<file path="src/rtl/uspi_params.svh">
`ifndef USPI_PARAMS_SVH
`define USPI_PARAMS_SVH
// register byte offsets on the apb bus
`define USPI_OFS_CTRL 8'h00
`define USPI_OFS_STAT 8'h04
`define USPI_OFS_TXBUF 8'h08
`define USPI_OFS_RXBUF 8'h0c
// control register fields
`define USPI_CTRL_SYNC 0
`define USPI_CTRL_MASTER 1
`define USPI_CTRL_CHAR8 2
`define USPI_CTRL_FOURPIN 3
`define USPI_CTRL_LINKEN 4
`define USPI_CTRL_CPOL 5
`define USPI_CTRL_CPHA 6
`define USPI_CTRL_DIV_LSB 8
`define USPI_CTRL_RST 16'h0404
// status register fields
`define USPI_STAT_TXE 0
`define USPI_STAT_RXDONE 1
`define USPI_STAT_OVR 2
`define USPI_STAT_CONFL 3
`define USPI_STAT_BUSY 4
// internal cycles between two master characters
`define USPI_GAP_CYCLES 2
// last edge index of a character, 7 and 8 bits
`define USPI_LAST_EDGE7 5'h0d
`define USPI_LAST_EDGE8 5'h0f
`endif

</file>
<file path="src/rtl/uspi_pkg.sv">
package uspi_pkg;
    typedef enum logic [1:0] {ST_IDLE, ST_SHIFT, ST_GAP} uspi_state_e;
    typedef struct packed {
        logic [15:0] ctrl;
        logic [7:0] txBuf;
        logic txFull;
        logic [7:0] txShift;
        logic shiftLoaded;
        logic [7:0] rxShift;
        logic [7:0] rxBuf;
        logic rxDone;
        logic ovr;
        logic confl;
        uspi_state_e state;
        logic [7:0] divCnt;
        logic [4:0] edgeCnt;
        logic [1:0] gapCnt;
        logic sclk;
        logic sclkPrev;
        logic sclkOut;
        logic sclkOe;
        logic mosiOut;
        logic mosiOe;
        logic misoOut;
        logic misoOe;
    } uspi_core_s;
    typedef struct packed {
        logic [31:0] prdata;
        logic pready;
        logic pslverr;
    } uspi_apb_s;
endpackage

</file>
<file path="src/rtl/uspi_reg_if.sv">
`timescale 1ns/100ps
`default_nettype none
// register strobes between the apb slave and the engine core
interface uspi_reg_if;
    logic wrCtrl;
    logic wrTx;
    logic clrStat;
    logic rdRx;
    logic [15:0] wdata;
    logic [15:0] ctrl;
    logic [7:0] stat;
    logic [7:0] rxData;
    modport regs (output wrCtrl, wrTx, clrStat, rdRx, wdata, input ctrl, stat, rxData);
    modport core (input wrCtrl, wrTx, clrStat, rdRx, wdata, output ctrl, stat, rxData);
endinterface
`default_nettype wire

</file>
<file path="src/rtl/uspi_engine.sv">
// Chosen here: the APB register port and the placing of the registers.
`timescale 1ns/100ps
`default_nettype none
`include "uspi_params.svh"
// How it works
// (RULE_01) synchronous shift engine runs only while the sync mode bit is one
// (RULE_02) characters are seven or eight bits, separate receive and transmit buffers
// (RULE_03) seven-bit mode reads the receive buffer top bit as zero
// (RULE_04) master select bit set makes us drive the shift clock
// (RULE_05) master launches bit in first half, samples at mid-period
// (RULE_06) transmit buffer moves to empty shifter, shifted out msb first
// (RULE_07) receive msb first, store right-justified, raise receive done
// (RULE_08) new character over an unread one raises overrun
// (RULE_09) master receives only by transmitting, both directions together
// (RULE_10) master idles two internal cycles between characters
// (RULE_11) four-pin master shifts only while bus select is high
// (RULE_12) four-pin master, select low: release drivers, flag conflict and receive done
// (RULE_13) select high again restores driver directions
// (RULE_14) three-pin mode ignores bus select in both roles
// (RULE_15) slave takes shift clock from the pin, divider unused
// (RULE_16) slave shifts out preloaded character, captures on opposite edge
// (RULE_17) four-pin slave shifts only while bus select is low
// (RULE_18) four-pin slave freezes mid-character while select high, then resumes
// (RULE_19) four-pin slave releases its output while select is high
// (RULE_20) external master supplies clock and drives select low for us
// (RULE_21) transmit empty flag follows the holding buffer state
// (RULE_22) receive done clears when the receive buffer is read
// (RULE_23) one link enable bit gates receiver and transmitter together
// (RULE_24) clock polarity and phase pick launch and sample edges in both roles
module uspi_engine
    import uspi_pkg::*;
(
    input wire logic ref_clk, // core clock, 125 mhz
    input wire logic rst_n, // async reset, active low
    input wire logic psel, // apb select
    input wire logic penable, // apb enable
    input wire logic pwrite, // apb direction
    input wire logic [7:0] paddr, // apb byte address
    input wire logic [31:0] pwdata, // apb write data
    output logic [31:0] prdata, // apb read data
    output logic pready, // apb ready
    output logic pslverr, // apb error
    input wire logic sclkIn, // shift clock pin level
    output logic sclkOut, // shift clock drive value
    output logic sclkOe, // shift clock drive enable
    input wire logic mosiIn, // master-to-slave pin level
    output logic mosiOut, // master-to-slave drive value
    output logic mosiOe, // master-to-slave drive enable
    input wire logic misoIn, // slave-to-master pin level
    output logic misoOut, // slave-to-master drive value
    output logic misoOe, // slave-to-master drive enable
    input wire logic busSelIn // bus select pin level
);
    uspi_core_s core_ff;
    uspi_core_s nxt_core;
    uspi_reg_if regIf ();
    logic [3:0] pinsS;
    logic sclkS;
    logic mosiS;
    logic misoS;
    logic steS;
    logic syncMode;
    logic isMaster;
    logic char8;
    logic fourPin;
    logic linkEn;
    logic cpol;
    logic cpha;
    logic [7:0] divVal;
    logic masterRun;
    logic slaveSel;
    logic masterOn;
    logic slaveOn;
    logic conflict;
    logic tick;
    logic slvEdge;
    logic edgeEv;
    logic leading;
    logic rxIn;
    logic [4:0] lastEdge;
    logic charDone;
    logic deliver;
    logic [7:0] rxNew;

    // shift clock polarity and phase: sample on leading edge when phase is zero
    function automatic logic sampleEdge(input logic lead, input logic ph);
        return lead ^ ph; // RULE_24
    endfunction

    function automatic logic [4:0] lastEdgeOf(input logic c8);
        return c8 ? `USPI_LAST_EDGE8 : `USPI_LAST_EDGE7;
    endfunction

    function automatic logic [7:0] rightJust(input logic [7:0] v, input logic c8);
        return c8 ? v : {1'b0, v[6:0]};
    endfunction

    uspi_apb u_apb (
        .ref_clk(ref_clk),
        .rst_n(rst_n),
        .psel(psel),
        .penable(penable),
        .pwrite(pwrite),
        .paddr(paddr),
        .pwdata(pwdata),
        .prdata(prdata),
        .pready(pready),
        .pslverr(pslverr),
        .regIf(regIf)
    );

    // every pin level is two flops away from the engine
    uspi_sync #(.W(4)) u_sync (
        .ref_clk(ref_clk),
        .rst_n(rst_n),
        .d({busSelIn, misoIn, mosiIn, sclkIn}),
        .q(pinsS)
    );
    assign sclkS = pinsS[0];
    assign mosiS = pinsS[1];
    assign misoS = pinsS[2];
    assign steS = pinsS[3];

    // control decode
    assign syncMode = core_ff.ctrl[`USPI_CTRL_SYNC];
    assign isMaster = core_ff.ctrl[`USPI_CTRL_MASTER];
    assign char8 = core_ff.ctrl[`USPI_CTRL_CHAR8];
    assign fourPin = core_ff.ctrl[`USPI_CTRL_FOURPIN];
    assign linkEn = core_ff.ctrl[`USPI_CTRL_LINKEN];
    assign cpol = core_ff.ctrl[`USPI_CTRL_CPOL];
    assign cpha = core_ff.ctrl[`USPI_CTRL_CPHA];
    assign divVal = core_ff.ctrl[`USPI_CTRL_DIV_LSB +: 8];

    // bus select qualification; three-pin mode never looks at it
    assign masterRun = !fourPin || steS; // RULE_11 RULE_14
    assign slaveSel = !fourPin || !steS; // RULE_17 RULE_14
    assign masterOn = syncMode && isMaster; // RULE_01 RULE_04
    assign slaveOn = syncMode && !isMaster && linkEn && slaveSel; // RULE_15 RULE_23 RULE_18
    assign conflict = masterOn && fourPin && !steS;

    // edge events: master from its divider, slave from the pin
    assign tick = masterOn && masterRun && core_ff.state == ST_SHIFT && core_ff.divCnt == 8'h00;
    assign slvEdge = slaveOn && sclkS != core_ff.sclkPrev; // RULE_15
    assign edgeEv = tick || slvEdge;
    assign leading = isMaster ? core_ff.sclk == cpol : sclkS != cpol;
    assign rxIn = isMaster ? misoS : mosiS;
    assign lastEdge = lastEdgeOf(char8);
    assign charDone = edgeEv && core_ff.edgeCnt == lastEdge;
    assign rxNew = sampleEdge(leading, cpha) ? {core_ff.rxShift[6:0], rxIn} : core_ff.rxShift;

    // master hands over after the gap, slave right on its last edge
    assign deliver = (core_ff.state == ST_GAP && core_ff.gapCnt == 2'(`USPI_GAP_CYCLES - 1))
        || (slvEdge && core_ff.edgeCnt == lastEdge);

    // register view for the apb slave
    assign regIf.ctrl = core_ff.ctrl;
    assign regIf.rxData = rightJust(core_ff.rxBuf, char8); // RULE_03
    assign regIf.stat = {3'h0, core_ff.state != ST_IDLE || core_ff.edgeCnt != 5'h00,
        core_ff.confl, core_ff.ovr, core_ff.rxDone, !core_ff.txFull};

    // next-state of the whole engine; flag sets come after clears so sets win
    always_comb
    begin
        nxt_core = core_ff;
        nxt_core.sclkPrev = sclkS;
        if (regIf.wrCtrl)
            nxt_core.ctrl = regIf.wdata;
        if (regIf.rdRx)
            nxt_core.rxDone = 1'b0; // RULE_22
        if (regIf.clrStat && regIf.wdata[`USPI_STAT_OVR])
            nxt_core.ovr = 1'b0;
        if (regIf.clrStat && regIf.wdata[`USPI_STAT_CONFL])
            nxt_core.confl = 1'b0;

        // common shift work for an edge in either role
        if (edgeEv)
        begin
            nxt_core.rxShift = rxNew; // RULE_07
            if (!sampleEdge(leading, cpha) && core_ff.edgeCnt != 5'h00)
                nxt_core.txShift = {core_ff.txShift[6:0], 1'b0}; // RULE_06 RULE_16
            nxt_core.edgeCnt = core_ff.edgeCnt + 5'h01;
        end

        case (core_ff.state)
            ST_IDLE:
            begin
                nxt_core.sclk = cpol;
                // a receive only starts by loading a character to send
                if (masterOn && linkEn && masterRun && core_ff.txFull)
                begin
                    nxt_core.txShift = core_ff.txBuf; // RULE_06 RULE_09
                    nxt_core.txFull = 1'b0; // RULE_21
                    nxt_core.state = ST_SHIFT;
                    nxt_core.divCnt = divVal;
                    nxt_core.edgeCnt = 5'h00;
                end
            end
            ST_SHIFT:
            begin
                // divider runs only while the bus is ours
                if (!masterRun)
                    nxt_core.divCnt = core_ff.divCnt;
                else if (tick)
                begin
                    nxt_core.sclk = !core_ff.sclk; // RULE_04 RULE_05
                    nxt_core.divCnt = divVal;
                end
                else
                    nxt_core.divCnt = core_ff.divCnt - 8'h01;
                if (charDone)
                begin
                    nxt_core.state = ST_GAP;
                    nxt_core.gapCnt = 2'h0;
                end
            end
            ST_GAP:
            begin
                // internal cycles only, shift clock stays parked
                nxt_core.gapCnt = core_ff.gapCnt + 2'h1; // RULE_10
                if (core_ff.gapCnt == 2'(`USPI_GAP_CYCLES - 1))
                begin
                    nxt_core.state = ST_IDLE;
                    nxt_core.edgeCnt = 5'h00;
                end
            end
            default:
                nxt_core.state = ST_IDLE;
        endcase

        // slave: preload before the clock starts, recycle on the last edge
        if (!isMaster)
        begin
            if (charDone)
            begin
                nxt_core.edgeCnt = 5'h00;
                nxt_core.shiftLoaded = 1'b0;
            end
            else if (!core_ff.shiftLoaded && core_ff.txFull && syncMode && linkEn && core_ff.edgeCnt == 5'h00)
            begin
                nxt_core.txShift = core_ff.txBuf; // RULE_16
                nxt_core.txFull = 1'b0; // RULE_21
                nxt_core.shiftLoaded = 1'b1;
            end
        end

        // leaving sync mode parks the engine
        if (!syncMode)
        begin
            nxt_core.state = ST_IDLE; // RULE_01
            nxt_core.edgeCnt = 5'h00;
            nxt_core.shiftLoaded = 1'b0;
        end

        // writes always land in the buffer slot, even a full one; overwrite is software's fault
        if (regIf.wrTx)
        begin
            nxt_core.txBuf = regIf.wdata[7:0];
            nxt_core.txFull = 1'b1; // RULE_21
        end

        // character hand-over; a slave's last edge may itself sample a bit
        if (deliver)
        begin
            nxt_core.rxBuf = rightJust(nxt_core.rxShift, char8); // RULE_02 RULE_07
            nxt_core.rxDone = 1'b1; // RULE_07
            if (core_ff.rxDone && !regIf.rdRx)
                nxt_core.ovr = 1'b1; // RULE_08
        end
        if (conflict)
        begin
            nxt_core.confl = 1'b1; // RULE_12
            nxt_core.rxDone = 1'b1; // RULE_12
        end

        // pin drive values follow from the next state, drive enables from the current control and select, so outputs are plain flops
        nxt_core.sclkOut = nxt_core.sclk;
        nxt_core.sclkOe = masterOn && masterRun; // RULE_12 RULE_13
        nxt_core.mosiOut = nxt_core.txShift[7]; // RULE_06 seven-bit characters use the top bits
        nxt_core.mosiOe = masterOn && masterRun; // RULE_12 RULE_13
        nxt_core.misoOut = nxt_core.mosiOut;
        nxt_core.misoOe = syncMode && !isMaster && linkEn && slaveSel; // RULE_19
    end

    // the only state register of the engine
    always_ff @(posedge ref_clk or negedge rst_n)
    begin
        if (!rst_n)
        begin
            core_ff <= '0;
            core_ff.ctrl <= `USPI_CTRL_RST;
        end
        else
            core_ff <= nxt_core;
    end

    assign sclkOut = core_ff.sclkOut;
    assign sclkOe = core_ff.sclkOe;
    assign mosiOut = core_ff.mosiOut;
    assign mosiOe = core_ff.mosiOe;
    assign misoOut = core_ff.misoOut;
    assign misoOe = core_ff.misoOe;
endmodule
`default_nettype wire

</file>
<file path="src/rtl/uspi_sync.sv">
`timescale 1ns/100ps
`default_nettype none
// two-flop synchroniser, one lane per pin
module uspi_sync #(
    parameter int W = 4
)(
    input wire logic ref_clk, // core clock
    input wire logic rst_n, // async reset
    input wire logic [W-1:0] d, // raw pins
    output logic [W-1:0] q // synchronised pins
);
    logic [W-1:0] meta_ff;
    genvar i;
    // first stage feeds only the second stage
    generate
        for (i = 0; i < W; i++)
        begin : g_lane
            always_ff @(posedge ref_clk or negedge rst_n)
            begin
                if (!rst_n)
                begin
                    meta_ff[i] <= 1'b0;
                    q[i] <= 1'b0;
                end
                else
                begin
                    meta_ff[i] <= d[i];
                    q[i] <= meta_ff[i];
                end
            end
        end
    endgenerate
endmodule
`default_nettype wire

</file>
<file path="src/rtl/uspi_apb.sv">
`timescale 1ns/100ps
`default_nettype none
`include "uspi_params.svh"
// apb slave: one wait-free access, read data latched at setup
module uspi_apb
    import uspi_pkg::*;
(
    input wire logic ref_clk, // core clock
    input wire logic rst_n, // async reset
    input wire logic psel, // apb select
    input wire logic penable, // apb enable
    input wire logic pwrite, // apb direction
    input wire logic [7:0] paddr, // apb byte address
    input wire logic [31:0] pwdata, // apb write data
    output logic [31:0] prdata, // apb read data
    output logic pready, // apb ready
    output logic pslverr, // apb error
    uspi_reg_if.regs regIf // strobes to the core
);
    uspi_apb_s apb_ff;
    uspi_apb_s nxt_apb;
    logic take;

    function automatic logic isMapped(input logic [7:0] a);
        return a == `USPI_OFS_CTRL || a == `USPI_OFS_STAT || a == `USPI_OFS_TXBUF || a == `USPI_OFS_RXBUF;
    endfunction

    // strobes fire on the completing access edge only
    assign take = psel && penable && apb_ff.pready;
    assign regIf.wrCtrl = take && pwrite && paddr == `USPI_OFS_CTRL;
    assign regIf.clrStat = take && pwrite && paddr == `USPI_OFS_STAT;
    assign regIf.wrTx = take && pwrite && paddr == `USPI_OFS_TXBUF;
    assign regIf.rdRx = take && !pwrite && paddr == `USPI_OFS_RXBUF;
    assign regIf.wdata = pwdata[15:0];

    // ready rises in the access cycle; unmapped addresses answer with an error
    always_comb
    begin
        nxt_apb = apb_ff;
        nxt_apb.pready = psel && !penable;
        nxt_apb.pslverr = 1'b0;
        if (psel && !penable)
        begin
            nxt_apb.pslverr = !isMapped(paddr);
            case (paddr)
                `USPI_OFS_CTRL: nxt_apb.prdata = {16'h0000, regIf.ctrl};
                `USPI_OFS_STAT: nxt_apb.prdata = {24'h000000, regIf.stat};
                `USPI_OFS_RXBUF: nxt_apb.prdata = {24'h000000, regIf.rxData};
                default: nxt_apb.prdata = 32'h00000000;
            endcase
        end
    end

    always_ff @(posedge ref_clk or negedge rst_n)
    begin
        if (!rst_n)
            apb_ff <= '0;
        else
            apb_ff <= nxt_apb;
    end

    assign prdata = apb_ff.prdata;
    assign pready = apb_ff.pready;
    assign pslverr = apb_ff.pslverr;
endmodule
`default_nettype wire

</file>
<file path="config.mk">
export PLATFORM = sky130hd
export DESIGN_NAME = uspi_engine
export DESIGN_NICKNAME = d
export VERILOG_FILES = /design/src/rtl/uspi_pkg.sv /design/src/rtl/uspi_reg_if.sv /design/src/rtl/uspi_engine.sv /design/src/rtl/uspi_sync.sv /design/src/rtl/uspi_apb.sv
export VERILOG_INCLUDE_DIRS = /design/src /design/src/rtl
export SDC_FILE = /design/constraint.sdc
export NUM_CORES = 1
export LEC_CHECK = 0
export BUFFER_PORTS_ARGS = -buffer_cell sky130_fd_sc_hd__buf_2
export CELL_PAD_IN_SITES_DETAIL_PLACEMENT = 0
export CELL_PAD_IN_SITES_GLOBAL_PLACEMENT = 1
export CORE_UTILIZATION = 43
export DETAILED_ROUTE_END_ITERATION = 6
export PLACE_DENSITY = 0.83
export SKIP_LAST_GASP = 1
export SYNTH_ARGS = -nofsm -noshare
export SYNTH_HDL_FRONTEND = slang
export SYNTH_SLANG_ARGS = --single-unit
</file>
<file path="constraint.sdc">
create_clock -name ref_clk -period 2.16 [get_ports ref_clk]
set_input_delay 0.432 -clock ref_clk [delete_from_list [all_inputs] [get_ports ref_clk]]
set_output_delay 0.432 -clock ref_clk [all_outputs]
set_load 0.05 [all_outputs]
</file>
==> impl_metrics.json <==
{
  "async_flop_share_pct": 100,
  "clkSlewWorstSetupHoldPaths_ns": 0.09,
  "drv_slew": 0,
  "switching_power_uw": 806,
  "relSlewSlack_pct": 56.9,
  "antenna_left": 0,
  "clk_latency_ns": 0.37,
  "numCtsBuffers": 9,
  "drtIter0Drc": 164,
  "diodes": 0,
  "synth.yosys.warnings": 0,
  "routed_via_density": 5.50,
  "cts_setup_buffers": 0,
  "hold_slack_ns": -0.00529,
  "fin_crit_sh_pct": 94.6,
  "netlist_instances": 454,
  "most-common-layout-cells": "97 x dfrtp_1, 55 x buf_2, 32 x nand2_1, 32 x o21ai_0, 30 x buf_4",
  "fin_nets": 582,
  "synth-simple-area-share_pct": 15.2,
  "vias": 3703,
  "die_width_um": 108,
  "synth-edff-count": 0,
  "dieHeight_um": 108,
  "gp_congestion": 0.870,
  "internal-power_uw": 2420,
  "p_per_area_mw_per_mm2": 578,
  "pwr-share-seq_pct": 58.7,
  "hold_violations": 4,
  "tritoncts": "built",
  "fmax_mhz": 489,
  "ys_seq_elements": 100,
  "combPwrFrac_pct": 6.2,
  "finalSetupViolCount": 0,
  "p_leak_uw": 0.00266,
  "failed_checks": "negative hold slack",
  "rsz0062_at_grt": "true",
  "netlist_area_mm2": 0.00483,
  "status": "finished, violations left",
  "tightest_slew_ns": 0.641,
  "avgRoutedWirePerCell_um": 16.0,
  "startpoint_type": "flip-flop",
  "cts-resized-gates": 0,
  "hpwl_mm": 7.99,
  "pre_cts_slack_ns": 0.0103,
  "drtPass1Iterations": 5,
  "grt_max_degree": 40,
  "grt_pass1_wl_mm": 17.7,
  "htree_levels": 3,
  "wl_mm": 10.8,
  "hold_path_class": "in2async",
  "crit_arrival_ns": 2.30,
  "antenna_found_initial": 0,
  "vdd_ir_drop_max_mv": 0.334,
  "avgSynthCellArea_um2": 10.6,
  "fin_area_mm2": 0.00557,
  "worst_slack_ns": 0.117,
  "overflow": 0,
  "synthAdderAreaFrac_pct": 1.29,
  "dpl_cell_area_mm2": 0.00538,
  "row_count": 38,
  "cp_max_fo": 10,
  "rr_worst_depth": 7,
  "core_mm2": 0.0109,
  "swShare_pct": 25.0,
  "pin_count": 89,
  "synth-xor-area-share_pct": 0.906,
  "area.growth.synth_to_final_pct": 15.3,
  "muxShareOfSynthArea_pct": 7.04,
  "fillers": 984,
  "cts.sinks": 100,
  "endpoint_kind": "flip-flop",
  "power_frac_clock_pct": 35.1,
  "io_buffer_count": 56,
  "grtUsageTotal_pct": 19.8,
  "drc_errors": 0,
  "cts_hold_buffers": 0,
  "maxCapViolations": 0,
  "grt_pass1_vias": 3528,
  "worstPathRequired_ns": 2.42,
  "yosysSeqAreaShare_pct": 51.8,
  "drive_above_1_share_pct": 27.8,
  "ys_types": 62,
  "synth_top_family_by_area": "compound AO/OA/AOI/OAI gates",
  "initial_utilization_pct": 44.4,
  "synth-compound-area-share_pct": 17.6,
  "post-route-util_pct": 51.2,
  "synth_ff_type": "dfrtp_1",
  "worstSetupPathType": "reg2reg",
  "clk_path_buf_depth": 2,
  "min_period_ns": 2.04,
  "fin_skew_ns": 0.0148,
  "dieArea_mm2": 0.0117,
  "cts_root_buffer": "clkbuf_8",
  "layout_commonest_cell": "dfrtp_1"
}
-- flip-flops by register name, summed over array words and instances (netlist names) --
register,count
u_sync.q,4
misoOut,1
mosiOe,1
u_apb.pslverr,1
u_apb.pready,1
u_apb.prdata,16
u_sync.meta_ff,4
core_ff,54
sclkOut,1
regIf.ctrl,16
misoOe,1
-- Yosys cell counts (all sizes together) (2+ instances only) --
library cell  number  area [um^2]
dfrtp             98         2450
o21ai             42          210
nand2             32          120
buf               30          213
nor2              28          105
mux2              24          270
nand3             21          105
a31oi             19          125
a21oi             17         85.1
a22o              17          149
inv               11         41.3
clkbuf            10         37.5
mux2i              7         70.1
o211ai             7         52.6
nor2b              6         37.5
or2                6         37.5
ha                 5         62.6
nor3               5         36.3
nor4               5         52.6
or3                5         31.3
a22oi              4         30.0
a31o               4         35.0
nand2b             4         25.0
a221oi             3         26.3
nand4              3         18.8
nor4b              3         56.3
o31ai              3         22.5
xnor2              3         26.3
a211oi             2         15.0
a21boi             2         15.0
a21o               2         15.0
and2               2         12.5
and3               2         12.5
and4               2         17.5
dfstp              2         52.6
nand3b             2         15.0
o311ai             2         25.0
or4                2         15.0
xor2               2         17.5
-- per-stage QoR --
step                      setup TNS [ns]  power [uW]  instances
final                                  0        3220        673
after global routing             -0.0248        3350        673
after CTS                              0        3260        673
after detailed placement               0        2130        657
after global placement                 0        2130        657
after floorplan                        0        2050        469
-- cell type report --
class                           count  area [um^2]  area share, %
Inverter                           11         41.3          0.741
Sequential cell                   100         2510           45.0
Tap cell                          140          175           3.14
Timing Repair Buffer               88          561           10.1
Multi-Input combinational cell    318         2110           37.8
Clock buffer                       13          159           2.85
Clock inverter                      3         21.3          0.382
-- worst paths after layout --
kind / startpoint / end / slack, ns
setup / recovery: regIf.ctrl[0] / core_ff[23] / 0.12
hold / removal: rst_n / u_apb.prdata[14] / -0.005
setup reg to reg: regIf.ctrl[0] / core_ff[23] / 0.12
hold reg to reg: u_sync.meta_ff[2] / u_sync.q[2] / 0.36
max in group asynchronous: rst_n / regIf.ctrl[2] / 1.53
min in group ref_clk: misoIn / u_sync.meta_ff[2] / 0.16
-- power by group through the flow --
stage                     clock network (uW)  registers (uW)  logic, uW
after detailed placement                   0            1930        201
final                                   1130            1890        199
after CTS                               1170            1890        201
after global placement                     0            1930        199
after global routing                    1240            1890        219
after floorplan                            0            1930        121
-- layer usage --
metal	vias up	part of all wire [%]	track usage [%]
met5	-	0	0
met4	0	2.2	9.30
met3	17	4.8	3.32
met2	97	45	30.7
met1	1813	47	27.0
li1	1776	-	-
-- kinds of logic after synthesis --
family	after synthesis
XOR/XNOR	5
multiplexers	31
AND/OR/NAND/NOR	132
AO/OA/AOI/OAI	129
buffers and inverters	51
flip-flops	100
other	1
adder cells (fa/ha/maj)	5
-- critical path: stages, from the launching register on --
cell and delay (ns):
dfrtp_1 0.50, nand2_1 0.24, nor4b_4 0.29, buf_4 0.19, a31o_1 0.19, buf_4 0.20
nand2_1 0.08, a31o_2 0.24
(Power assumes the default switching activity.)
